[src/rtl/wcr_pkg.sv]
// wake clock-recovery configuration: shared constants and carrier types
// assumes an 8-bit register space reached by decoded serial commands
package wcr_pkg;

  // ----------------------------------------------------------------
  // register addresses (7-bit command address)
  // ----------------------------------------------------------------
  localparam logic [6:0] ADDR_OSC_CAL_LOW  = 7'h3B;
  localparam logic [6:0] ADDR_CTRL_A       = 7'h3C;
  localparam logic [6:0] ADDR_CLK_SELECT   = 7'h3D;
  localparam logic [6:0] ADDR_UPPER_LIMIT  = 7'h3E;
  localparam logic [6:0] ADDR_LOWER_LIMIT  = 7'h3F;

  // ----------------------------------------------------------------
  // field positions and reset values
  // ----------------------------------------------------------------
  localparam int          BIT_RECOVERY_ON  = 0;
  localparam int          FILT_LSB         = 2;
  localparam int          FILT_MSB         = 3;
  localparam int          CLKSEL_LSB       = 0;
  localparam int          CLKSEL_MSB       = 1;
  localparam logic [7:0]  RST_OSC_CAL_LOW  = 8'h00;
  localparam logic [7:0]  RST_CTRL_A       = 8'h04;
  localparam logic [7:0]  RST_CLK_SELECT   = 8'h00;
  localparam logic [7:0]  RST_UPPER_LIMIT  = 8'hA8;
  localparam logic [7:0]  RST_LOWER_LIMIT  = 8'h98;
  localparam logic [7:0]  RST_MEASURED     = 8'hA0;
  localparam logic [7:0]  READ_ZERO        = 8'h00;

  // ----------------------------------------------------------------
  // loop filter codes and their shift (log2 of time constant)
  // ----------------------------------------------------------------
  localparam logic [1:0]  FILT_TC8         = 2'h0;
  localparam logic [1:0]  FILT_TC16        = 2'h1;
  localparam logic [1:0]  FILT_TC32        = 2'h2;
  localparam logic [1:0]  FILT_ADAPT       = 2'h3;
  localparam logic [2:0]  SHIFT_TC8        = 3'h3;
  localparam logic [2:0]  SHIFT_TC16       = 3'h4;
  localparam logic [2:0]  SHIFT_TC32       = 3'h5;
  localparam logic [3:0]  ADAPT_SLOW_MAX   = 4'h3;
  localparam logic [3:0]  ADAPT_MID_MAX    = 4'h8;

  // ----------------------------------------------------------------
  // recovery clock selects, as ticks per 40 MHz system cycle
  // ----------------------------------------------------------------
  localparam logic [1:0]  CLK_80MHZ        = 2'h0;
  localparam logic [1:0]  CLK_40MHZ        = 2'h1;
  localparam logic [1:0]  CLK_20MHZ        = 2'h2;
  localparam logic [1:0]  CLK_10MHZ        = 2'h3;
  localparam logic [1:0]  INC_DOUBLE       = 2'h2;
  localparam logic [1:0]  INC_SINGLE       = 2'h1;
  localparam logic [1:0]  INC_NONE         = 2'h0;
  localparam logic [1:0]  DIV20_MASK       = 2'h1;
  localparam logic [1:0]  DIV10_MASK       = 2'h3;

  // ----------------------------------------------------------------
  // measurement arithmetic
  // ----------------------------------------------------------------
  localparam int          FRAC_BITS        = 4;
  localparam int          FX_W             = 12;
  localparam int          CNT_W            = 12;
  localparam logic [3:0]  MAX_EDGE_BITS    = 4'hA;
  localparam logic [CNT_W-1:0] CNT_MAX     = 12'hFFF;

  typedef struct packed {
    logic       valid;
    logic       write;
    logic [6:0] addr;
    logic [7:0] wdata;
  } wcr_cmd_t;

  typedef struct packed {
    logic       recovery_on;
    logic [1:0] loop_filter_constant;
    logic [1:0] clk_select;
  } wcr_ctrl_t;

endpackage

[src/rtl/wcr_tick_gen.sv]
// recovery-clock tick generator: how many recovery clock periods elapse per system cycle
// assumes a 40 MHz system clock; 80 MHz is modelled as two ticks per cycle
`timescale 1ns/10ps
`default_nettype none
module wcr_tick_gen (
  input  wire logic       clk_in,
  input  wire logic       rst_n_in,
  input  wire logic       clear_in,
  input  wire logic [1:0] clk_select_in,
  output var  logic [1:0] tick_inc_out
);

  logic [1:0] div_reg;
  logic [1:0] div_next;
  logic [1:0] inc_reg;
  logic [1:0] inc_next;

  always_comb begin
    div_next = div_reg + 2'h1;
    inc_next = wcr_pkg::INC_NONE;
    unique case (clk_select_in)
      wcr_pkg::CLK_80MHZ: inc_next = wcr_pkg::INC_DOUBLE;
      wcr_pkg::CLK_40MHZ: inc_next = wcr_pkg::INC_SINGLE;
      wcr_pkg::CLK_20MHZ: inc_next = ((div_reg & wcr_pkg::DIV20_MASK) == 2'h0) ? wcr_pkg::INC_SINGLE
                                                                                : wcr_pkg::INC_NONE;
      wcr_pkg::CLK_10MHZ: inc_next = ((div_reg & wcr_pkg::DIV10_MASK) == 2'h0) ? wcr_pkg::INC_SINGLE
                                                                                : wcr_pkg::INC_NONE;
    endcase
    if (clear_in) begin
      div_next = 2'h0;
      inc_next = wcr_pkg::INC_NONE;
    end
  end

  always_ff @(posedge clk_in) begin
    if (!rst_n_in) begin
      div_reg <= 2'h0;
      inc_reg <= wcr_pkg::INC_NONE;
    end else begin
      div_reg <= div_next;
      inc_reg <= inc_next;
    end
  end

  assign tick_inc_out = inc_reg;

endmodule
`default_nettype wire

[src/rtl/wcr_config_regs.sv]
// wake clock-recovery configuration registers and bit-time measurement loop
// assumes commands arrive already decoded from the serial frame, one per cycle at most,
// and that rx_in is synchronous to clk_in
//
// Function
// - recovery runs only while recovery_on is set
// - filter codes 00/01/10 give 8/16/32
// - code 11 adapts constant to falling-edge spacing
// - reserved bits read zero, writes ignored
// - clock select picks 80/40/20/10 MHz recovery rate
// - measured bit time clamped to upper bound
// - measured bit time clamped to lower bound
// - control reset 0x04; restart keeps filter, enable
// - limits reset A8/98; restart keeps them
// - read-only calibration byte, zero at reset
`timescale 1ns/10ps
`default_nettype none
module wcr_config_regs (
  input  wire logic              clk_in,
  input  wire logic              rst_n_in,
  input  wire logic              soft_reset_in,
  input  wire logic              restart_in,
  input  wire wcr_pkg::wcr_cmd_t cmd_in,
  input  wire logic              cal_load_in,
  input  wire logic [7:0]        cal_value_in,
  input  wire logic              rx_in,
  output var  logic [7:0]        rdata_out,
  output var  logic              rdata_valid_out,
  output var  wcr_pkg::wcr_ctrl_t ctrl_out,
  output var  logic [7:0]        measured_bit_length_out,
  output var  logic              measure_update_out
);

  // ----------------------------------------------------------------
  // helpers
  // ----------------------------------------------------------------
  function automatic logic [2:0] filt_shift(input logic [1:0] code, input logic [3:0] nbits);
    logic [2:0] s;
    s = wcr_pkg::SHIFT_TC16;
    unique case (code)
      wcr_pkg::FILT_TC8:   s = wcr_pkg::SHIFT_TC8;
      wcr_pkg::FILT_TC16:  s = wcr_pkg::SHIFT_TC16;
      wcr_pkg::FILT_TC32:  s = wcr_pkg::SHIFT_TC32;
      wcr_pkg::FILT_ADAPT: begin
        if (nbits <= wcr_pkg::ADAPT_SLOW_MAX)
          s = wcr_pkg::SHIFT_TC32;
        else if (nbits <= wcr_pkg::ADAPT_MID_MAX)
          s = wcr_pkg::SHIFT_TC16;
        else
          s = wcr_pkg::SHIFT_TC8;
      end
    endcase
    return s;
  endfunction

  function automatic logic [wcr_pkg::FX_W-1:0] to_fx(input logic [7:0] v);
    return {v, {wcr_pkg::FRAC_BITS{1'b0}}};
  endfunction

  // ----------------------------------------------------------------
  // configuration registers
  // ----------------------------------------------------------------
  logic       recovery_on_reg,  recovery_on_next;
  logic [1:0] filt_reg,         filt_next;
  logic [1:0] clk_sel_reg,      clk_sel_next;
  logic [7:0] upper_reg,        upper_next;
  logic [7:0] lower_reg,        lower_next;
  logic [7:0] cal_low_reg,      cal_low_next;
  logic [7:0] rdata_reg,        rdata_next;
  logic       rvalid_reg,       rvalid_next;
  logic [7:0] read_mux;
  logic       por_or_soft;
  logic       do_write;

  assign por_or_soft = !rst_n_in || soft_reset_in;
  assign do_write    = cmd_in.valid && cmd_in.write;

  always_comb begin
    read_mux = wcr_pkg::READ_ZERO;
    unique case (cmd_in.addr)
      wcr_pkg::ADDR_OSC_CAL_LOW: read_mux = cal_low_reg;
      wcr_pkg::ADDR_CTRL_A: begin
        read_mux[wcr_pkg::BIT_RECOVERY_ON]            = recovery_on_reg;
        read_mux[wcr_pkg::FILT_MSB:wcr_pkg::FILT_LSB] = filt_reg;
      end
      wcr_pkg::ADDR_CLK_SELECT:  read_mux[wcr_pkg::CLKSEL_MSB:wcr_pkg::CLKSEL_LSB] = clk_sel_reg;
      wcr_pkg::ADDR_UPPER_LIMIT: read_mux = upper_reg;
      wcr_pkg::ADDR_LOWER_LIMIT: read_mux = lower_reg;
      default:                   read_mux = wcr_pkg::READ_ZERO;
    endcase
  end

  always_comb begin
    recovery_on_next = recovery_on_reg;
    filt_next        = filt_reg;
    clk_sel_next     = clk_sel_reg;
    upper_next       = upper_reg;
    lower_next       = lower_reg;
    cal_low_next     = cal_low_reg;
    rdata_next       = rdata_reg;
    rvalid_next      = cmd_in.valid;
    // the answer shows the contents before this command's write
    if (cmd_in.valid)
      rdata_next = read_mux;
    if (do_write) begin
      // only defined fields are stored; reserved positions are dropped
      unique case (cmd_in.addr)
        wcr_pkg::ADDR_CTRL_A: begin
          recovery_on_next = cmd_in.wdata[wcr_pkg::BIT_RECOVERY_ON];
          filt_next        = cmd_in.wdata[wcr_pkg::FILT_MSB:wcr_pkg::FILT_LSB];
        end
        wcr_pkg::ADDR_CLK_SELECT:  clk_sel_next = cmd_in.wdata[wcr_pkg::CLKSEL_MSB:wcr_pkg::CLKSEL_LSB];
        wcr_pkg::ADDR_UPPER_LIMIT: upper_next   = cmd_in.wdata;
        wcr_pkg::ADDR_LOWER_LIMIT: lower_next   = cmd_in.wdata;
        default: ;
      endcase
    end
    if (cal_load_in)
      cal_low_next = cal_value_in;
  end

  // restart deliberately touches none of these registers
  always_ff @(posedge clk_in) begin
    if (por_or_soft) begin
      recovery_on_reg <= wcr_pkg::RST_CTRL_A[wcr_pkg::BIT_RECOVERY_ON];
      filt_reg        <= wcr_pkg::RST_CTRL_A[wcr_pkg::FILT_MSB:wcr_pkg::FILT_LSB];
      clk_sel_reg     <= wcr_pkg::RST_CLK_SELECT[wcr_pkg::CLKSEL_MSB:wcr_pkg::CLKSEL_LSB];
      upper_reg       <= wcr_pkg::RST_UPPER_LIMIT;
      lower_reg       <= wcr_pkg::RST_LOWER_LIMIT;
      cal_low_reg     <= wcr_pkg::RST_OSC_CAL_LOW;
      rdata_reg       <= wcr_pkg::READ_ZERO;
      rvalid_reg      <= 1'b0;
    end else begin
      recovery_on_reg <= recovery_on_next;
      filt_reg        <= filt_next;
      clk_sel_reg     <= clk_sel_next;
      upper_reg       <= upper_next;
      lower_reg       <= lower_next;
      cal_low_reg     <= cal_low_next;
      rdata_reg       <= rdata_next;
      rvalid_reg      <= rvalid_next;
    end
  end

  // ----------------------------------------------------------------
  // recovery tick rate
  // ----------------------------------------------------------------
  logic [1:0] tick_inc;
  logic       engine_clear;

  // a disabled or restarting loop forgets its partial interval
  assign engine_clear = !recovery_on_reg || restart_in;

  wcr_tick_gen u_tick (
    .clk_in        (clk_in),
    .rst_n_in      (rst_n_in),
    .clear_in      (engine_clear),
    .clk_select_in (clk_sel_reg),
    .tick_inc_out  (tick_inc)
  );

  // ----------------------------------------------------------------
  // bit-time measurement loop
  // ----------------------------------------------------------------
  logic                      rx_prev_reg,  rx_prev_next;
  logic                      armed_reg,    armed_next;
  logic [wcr_pkg::CNT_W-1:0] cnt_reg,      cnt_next;
  logic [wcr_pkg::FX_W-1:0]  bt_fx_reg,    bt_fx_next;
  logic                      upd_reg,      upd_next;
  logic                      fall;
  logic [3:0]                nbits;
  logic signed [17:0]        err;
  logic signed [17:0]        step;
  logic signed [17:0]        cand;
  logic signed [17:0]        best_abs;
  logic signed [17:0]        trial;
  logic signed [17:0]        bt_new;
  logic signed [17:0]        hi_fx;
  logic signed [17:0]        lo_fx;

  assign fall  = rx_prev_reg && !rx_in;
  assign hi_fx = 18'(to_fx(upper_reg));
  assign lo_fx = 18'(to_fx(lower_reg));

  // nearest whole number of bits for the interval just closed
  always_comb begin
    nbits    = 4'h0;
    err      = 18'sh0;
    best_abs = 18'sh1FFFF;
    cand     = 18'sh0;
    trial    = 18'sh0;
    for (int n = 1; n <= int'(wcr_pkg::MAX_EDGE_BITS); n++) begin
      trial = 18'(signed'({1'b0, cnt_reg, {wcr_pkg::FRAC_BITS{1'b0}}}) - n * signed'({6'h0, bt_fx_reg}));
      cand  = (trial < 0) ? -trial : trial;
      if (cand < best_abs) begin
        best_abs = cand;
        nbits    = 4'(n);
        err      = trial;
      end
    end
  end

  always_comb begin
    rx_prev_next = rx_in;
    armed_next   = armed_reg;
    cnt_next     = cnt_reg;
    bt_fx_next   = bt_fx_reg;
    upd_next     = 1'b0;
    step         = 18'sh0;
    bt_new       = 18'sh0;
    if (engine_clear) begin
      armed_next = 1'b0;
      cnt_next   = '0;
    end else if (fall) begin
      if (armed_reg && (cnt_reg != wcr_pkg::CNT_MAX)) begin
        step   = (err / 18'(signed'({1'b0, nbits}))) >>> filt_shift(filt_reg, nbits);
        bt_new = 18'(signed'({6'h0, bt_fx_reg}) + step);
        if (bt_new > hi_fx)
          bt_new = hi_fx;
        if (bt_new < lo_fx)
          bt_new = lo_fx;
        bt_fx_next = bt_new[wcr_pkg::FX_W-1:0];
        upd_next   = 1'b1;
      end
      armed_next = 1'b1;
      cnt_next   = '0;
    end else if (armed_reg) begin
      // saturate so an overlong gap is simply not used
      if (cnt_reg > wcr_pkg::CNT_MAX - 12'(tick_inc))
        cnt_next = wcr_pkg::CNT_MAX;
      else
        cnt_next = cnt_reg + 12'(tick_inc);
    end
  end

  always_ff @(posedge clk_in) begin
    if (por_or_soft) begin
      rx_prev_reg <= 1'b1;
      armed_reg   <= 1'b0;
      cnt_reg     <= '0;
      bt_fx_reg   <= to_fx(wcr_pkg::RST_MEASURED);
      upd_reg     <= 1'b0;
    end else begin
      rx_prev_reg <= rx_prev_next;
      armed_reg   <= armed_next;
      cnt_reg     <= cnt_next;
      bt_fx_reg   <= bt_fx_next;
      upd_reg     <= upd_next;
    end
  end

  // ----------------------------------------------------------------
  // outputs
  // ----------------------------------------------------------------
  assign rdata_out                        = rdata_reg;
  assign rdata_valid_out                  = rvalid_reg;
  assign ctrl_out.recovery_on             = recovery_on_reg;
  assign ctrl_out.loop_filter_constant    = filt_reg;
  assign ctrl_out.clk_select              = clk_sel_reg;
  assign measured_bit_length_out          = bt_fx_reg[wcr_pkg::FX_W-1:wcr_pkg::FRAC_BITS];
  assign measure_update_out               = upd_reg;

endmodule
`default_nettype wire

[config.mk]
export PLATFORM = sky130hd
export DESIGN_NAME = wcr_config_regs
export DESIGN_NICKNAME = d
export VERILOG_FILES = /design/src/rtl/wcr_pkg.sv /design/src/rtl/wcr_tick_gen.sv /design/src/rtl/wcr_config_regs.sv
export SDC_FILE = /design/constraint.sdc
export NUM_CORES = 1
export LEC_CHECK = 0
export BUFFER_PORTS_ARGS = -buffer_cell sky130_fd_sc_hd__buf_2
export CORE_MARGIN = 2
export CORE_UTILIZATION = 60
export CTS_BUF_LIST = sky130_fd_sc_hd__clkbuf_4 sky130_fd_sc_hd__clkbuf_8
export DETAILED_ROUTE_END_ITERATION = 6
export PLACE_DENSITY = 0.8
export SLEW_MARGIN = 20
export SYNTH_ARGS = -nofsm -noshare
export SYNTH_HDL_FRONTEND = slang
export SYNTH_SLANG_ARGS = --single-unit
[constraint.sdc]
create_clock -name clk_in -period 63 [get_ports clk_in]
set_input_delay 12.6 -clock clk_in [delete_from_list [all_inputs] [get_ports clk_in]]
set_output_delay 12.6 -clock clk_in [all_outputs]
set_load 0.03 [all_outputs]
==> results.md, run 1 <==
- CTS tree: built
- Total number of vias: 33200
- Cell area after synthesis: 0.0294 mm2
- Root Driver: clkbuf_8
- Number of global-route vias before repair: 29800
- Final Setup Violations: 0
- First-pass GRT wire length: 162 mm
- Failing checks: DRC
- Ys flop type: dfxtp_1
- Critical path's most frequent cell: ha_1
- Commonest non-fill, non-tap cell in the layout: ha_1
- Chip width: 225 um
- FFs w/ async S/R, synth: 0
- Worst-path fanout max: 16
- EDFF count, synth: 0
- Hold Path Sink: u_tick.div_reg[0]
- Crit Path Category: reg -> reg
- Synth Warn #: 0
- Nets: 4748
- Die Ht: 225 um
- Post-synth cell types: 152
- RR Startpoint: bt_fx_reg[5]
- Via density: 6.82
- Sequential share of the synthesized area: 0.0470
- Global route overflow: 0
- Detailed Route Iter0 Violations: 4430
- Initial antenna violation count: 0
- H-tree Lvls: 3
- IO buf count: 53
- Hold Buf Count CTS: 0
- R2r endpoint: bt_fx_reg[8]
- Worst-Margin Slew: 1050 ps
- Worst-case reg-to-reg path depth: 314
- Synthesized area per cell: 7.25 um2
- Core Box Area: 0.0486 mm2
- Drt first pass iters: 7
- Drt total wl: 108 mm
- # diodes: 0
- Slew Viols, Final: 0
- Critical-path top delay cell: or4b_4
- Hold wc startpoint: u_tick.div_reg[0]
- Status: complete, but fails checks
- CTS sink cnt: 69
- Placer Congestion: 1.06
- Max-cap viol count: 0
- Yosys reg bits: 69
- Critical Path AT: 60770 ps
- FP Rows: 81
- Final hold vios: 0
- Initial Util: 0.604
- CTS Buf Count: 9
- Cell Area, Placed: 0.0310 mm2
- Area delta synth->final: 11.1%
- Num ports: 54
- CP required: 63260 ps
- Reg2reg setup slack: 2490 ps
- Hpwl dp: 85.1 mm
- Routed length per instance: 22.2 um
- Post-route DRC: 10
- Setup crit start kind: register
- Crit-path max cell delay: 620 ps
- Clk_lat worst skew: 360 ps
- Post-Syn Instances: 4055
- Share of cells above drive strength 1: 0.147
- Clock tree buffer depth: 2
- Largest net degree at the start of global routing: 48
- Fin Hold WS: 417 ps
- Worst-case clock skew: 6.60 ps
- Worst-path clk slew: 70 ps
- Relative slew slack: 0.293
- Period utilization: 0.960
- Design area: 0.0327 mm2
- Setup tns final: 0 ps
- Max frequency: 16.5 MHz
- Worst min path class: reg -> reg
- Die area: 0.0508 mm2
- Final min period: 60510 ps
- CP Capture Type: register
- Tot GR Track Use: 0.396
- Most frequent cells in the layout: 416 x ha_1, 376 x nor2_1, 335 x nand2_1
- Final Core Density: 0.672
- Post-DRT Antenna Nets: 0
- WHS Path Cells: 1
## worst max-delay path: cells and delay by family (launching register included)
kind	cells	cell delay, ps
adders and majority gates	32	9150
AOI/OAI and AO/OA	133	23780
DFF	1	340
buffers and inverters	27	3480
and+or+nand+nor	105	19430
xor gates and xnor gates	4	820
muxes	13	3270
## layer usage
metal | up-vias | global-route usage | share of wire
met5 | - | 0 | 0
met1 | 15400 | 0.533 | 0.40
li1 | 15300 | - | -
met3 | 410 | 0.0656 | 0.11
met2 | 2105 | 0.628 | 0.43
met4 | 0 | 0.160 | 0.051
## synth_stat cells, drive strengths merged, types with 15 or more instances
| library cell | n | share of area |
|---|---|---|
| a211o | 25 | 0.0078 |
| a211oi | 51 | 0.015 |
| a21boi | 21 | 0.0054 |
| a21o | 95 | 0.024 |
| a21oi | 337 | 0.058 |
| a221oi | 18 | 0.0064 |
| a31oi | 38 | 0.0083 |
| and2 | 36 | 0.0077 |
| and3 | 48 | 0.011 |
| buf | 65 | 0.017 |
| clkbuf | 80 | 0.011 |
| dfxtp | 69 | 0.047 |
| fa | 51 | 0.035 |
| ha | 426 | 0.18 |
| inv | 225 | 0.029 |
| mux2 | 38 | 0.015 |
| mux2i | 90 | 0.031 |
| nand2 | 340 | 0.043 |
| nand2b | 65 | 0.014 |
| nand3 | 103 | 0.018 |
| nand4 | 53 | 0.011 |
| nor2 | 395 | 0.051 |
| nor2b | 51 | 0.011 |
| nor3 | 125 | 0.023 |
| nor4 | 30 | 0.0080 |
| o211ai | 45 | 0.011 |
| o21a | 67 | 0.017 |
| o21ai | 269 | 0.047 |
| o21bai | 29 | 0.0074 |
| o221ai | 15 | 0.0051 |
| o22ai | 19 | 0.0043 |
| o31a | 18 | 0.0054 |
| o31ai | 40 | 0.012 |
| or2 | 35 | 0.0074 |
| or3 | 33 | 0.0072 |
| or4 | 24 | 0.0065 |
| xnor2 | 214 | 0.064 |
| xor2 | 117 | 0.035 |
## cell type report
type	instances	area (um2)
timing repair buffer	285	2050
inverter	226	876
multi-input combinational	3649	27400
clock inverter	1	5.00
tap	622	778
sequential	69	1390
fill	4283	16000
clock buffer	14	180
## worst max-delay path by stage
stage                 startpoint      endpoint  slack [ps]  cells past startpoint
floorplan           bt_fx_reg[0]  bt_fx_reg[7]           4                    347
global route        bt_fx_reg[5]  bt_fx_reg[6]        -760                    317
CTS                 bt_fx_reg[6]  bt_fx_reg[6]         110                    315
global placement    bt_fx_reg[1]  bt_fx_reg[6]         320                    312
finish              bt_fx_reg[5]  bt_fx_reg[8]        2490                    314
detailed placement  bt_fx_reg[6]  bt_fx_reg[7]       -1810                    307
## repair_timing
| action | in CTS | in global routing |
|---|---|---|
| setup endpoints to repair | 12 | 12 |
| cloned | 0 | 3 |
| resized for setup | 18 | 185 |
| setup buffers | 6 | 76 |
| pin swaps | 2 | 47 |
## through the flow
| stage | cells | worst slack, ps |
|---|---|---|
| 2_1_floorplan | 4087 | 4.48 |
| 3_3_place_gp | 4766 | 322 |
| 3_5_place_dp | 4766 | -1810 |
| 4_1_cts | 4787 | 111 |
| 5_1_grt | 4866 | -755 |
| 6_report | 4866 | 2490 |
## logic make-up (layout without fill, tap and decap cells)
family	Yosys count	after routing	synth area share
AO/OA/AOI/OAI	1248	1250	0.289
XOR/XNOR	331	331	0.0989
adder cells (fa/ha/maj)	481	481	0.217
buffers and inverters	372	526	0.0571
flip-flops	69	69	0.0470
multiplexers	128	128	0.0461
other	2	34	0.000255
AND/OR/NAND/NOR	1424	1425	0.245
Power of run 1 is left out: the tool's default activity adds up to more than one toggle a clock period on the data nets, which glitch-free logic cannot reach.
==> run 2: changes to the inputs <==
CORE_UTILIZATION = 35   (was 60)
PLACE_DENSITY = not set   (was 0.8)
clock period = 75.5 ns   (was 63 ns; I/O delays follow)
==> run 2 against run 1 <==
Against the previous run: the run now ends clean; hold slack hardly changed; critical path depth decreased by 1; sequential cell count stayed put; register-to-register slack better by 3500 ps; via count decreased by 6.1%; wire length grew 0.40%; sequential share of layout area increased by 0.18 points; core utilization decreased by 30 points; die area rose by 70%; critical path type unchanged.
==> results.md, run 2 (same netlist as run 1, synthesis figures left out) <==
- Status: finished clean
- Final hold vios: 0 (unchanged)
- Final min period: 69550 ps (+9050 ps)
- Chip width: 294 um (+30%)
- Worst-case clock skew: 14.5 ps (+7.91 ps)
- Initial Util: 0.352 (-0.252)
- CP required: 75750 ps (+12490 ps)
- Critical-path top delay cell: or4b_1
- Tot GR Track Use: 0.240 (-0.156)
- Hpwl dp: 87.7 mm (+3.1%)
- Commonest non-fill, non-tap cell in the layout: ha_1
- Detailed Route Iter0 Violations: 2948 (-33%)
- Final Core Density: 0.376 (-0.295)
- Design area: 0.0314 mm2 (-3.9%)
- CTS Buf Count: 9 (unchanged)
- CTS sink cnt: 69 (unchanged)
- CP Capture Type: register
- Post-DRT Antenna Nets: 0 (unchanged)
- Worst-Margin Slew: 1080 ps (+28.8 ps)
- Initial antenna violation count: 2 (+2)
- Relative slew slack: 0.259 (-0.0336)
- Period utilization: 0.921 (-0.0392)
- Fillers: 8728 (+100%)
- Core Box Area: 0.0834 mm2 (+71%)
- Die Ht: 294 um (+30%)
- Clk_lat worst skew: 370 ps (about the same)
- Placer Congestion: 0.986 (-7.0%)
- H-tree Lvls: 3 (unchanged)
- Via density: 6.03 (-12%)
- Share of cells above drive strength 1: 0.0883 (-0.0587)
- Total number of vias: 31200 (-6.1%)
- Num ports: 54 (unchanged)
- Critical path's most frequent cell: ha_1
- Largest net degree at the start of global routing: 50 (+4.2%)
- Final Setup Violations: 0 (unchanged)
- FP Rows: 106 (+31%)
- Critical Path AT: 69800 ps (+9030 ps)
- Drt first pass iters: 6 (-1)
- Worst-path clk slew: 80 ps (about the same)
- Cell Area, Placed: 0.0307 mm2 (-0.87%)
- Area delta synth->final: 6.78%
- Setup tns final: 0 ps (unchanged)
- Reg2reg setup slack: 5950 ps (+3450 ps)
- Setup crit start kind: register
- IO buf count: 53 (unchanged)
- Worst min path class: reg -> reg
- Max frequency: 14.4 MHz (-13%)
- Clock tree buffer depth: 2 (unchanged)
- First-pass GRT wire length: 166 mm (+2.6%)
- Crit-path max cell delay: 730 ps (+110 ps)
- Max-cap viol count: 0 (unchanged)
- Global route overflow: 0 (unchanged)
- Drt total wl: 109 mm (+0.40%)
- Worst-path fanout max: 49 (+33)
- Nets: 4592 (-3.3%)
- Routed length per instance: 21.0 um (-5.5%)
- Die area: 0.0863 mm2 (+70%)
- Slew Viols, Final: 0 (unchanged)
- RSZ-0062 raised after global routing: false
- Hold Buf Count CTS: 0 (unchanged)
- Most frequent cells in the layout: 426 x ha_1, 389 x nor2_1, 340 x nand2_1
- Root Driver: clkbuf_8
- Number of global-route vias before repair: 28800 (-3.6%)
- Crit Path Category: reg -> reg
- Post-route DRC: 0 (-10)
- CTS tree: built
## run 2: what timing repair did
action,4_1_cts,5_1_grt
gates resized for setup,0,59
setup buffers,0,31
endpoints found under the setup margin,0,12
## run 2: cell type report
cell class	instances	area, um2	area share
clock inverter	4	47.5	0.00151
clock buffer	12	153	0.00486
sequential	69	1390	0.0444
inverter	226	882	0.0281
tap	1080	1350	0.0430
antenna	2	5.00	0.000159
multi-input combinational	3647	26700	0.851
timing repair buffer	131	862	0.0275
## run 2: metal layers
layer	GRT usage	vias up	part of all wire
li1	-	15000	-
met2	0.392	1292	0.44
met4	0.0754	0	0.036
met3	0.0267	225	0.077
met5	0	-	0
met1	0.329	14700	0.44
## run 2: worst paths after layout
kind / from / endpoint / cells after the start
min: u_tick.div_reg[0] / u_tick.div_reg[0] / 1
min reg2reg: u_tick.div_reg[0] / u_tick.div_reg[0] / 1
max: bt_fx_reg[1] / bt_fx_reg[6] / 313
max reg2reg: bt_fx_reg[1] / bt_fx_reg[6] / 313
## run 2: per-stage QoR
step | hold slack (ps) | std cells | worst slack [ps]
after floorplan | 393 | 4087 | 9050
after global routing | 447 | 5169 | 9.57
after CTS | 416 | 5137 | 1730
final | 417 | 5171 | 5950
after detailed placement | 404 | 5121 | 1870
after global placement | 401 | 5121 | 3900
## run 2: worst max-delay path, delay by kind of cell (launching register included)
kind / cells / cell delay (ps)
compound gates: 150 / 31950
fa+ha+maj: 32 / 9140
simple gates: 100 / 21210
buf+inv: 17 / 2970
mux: 11 / 3200
xor+xnor: 3 / 460
flops: 1 / 380
Power of run 2 is left out for the same reason.
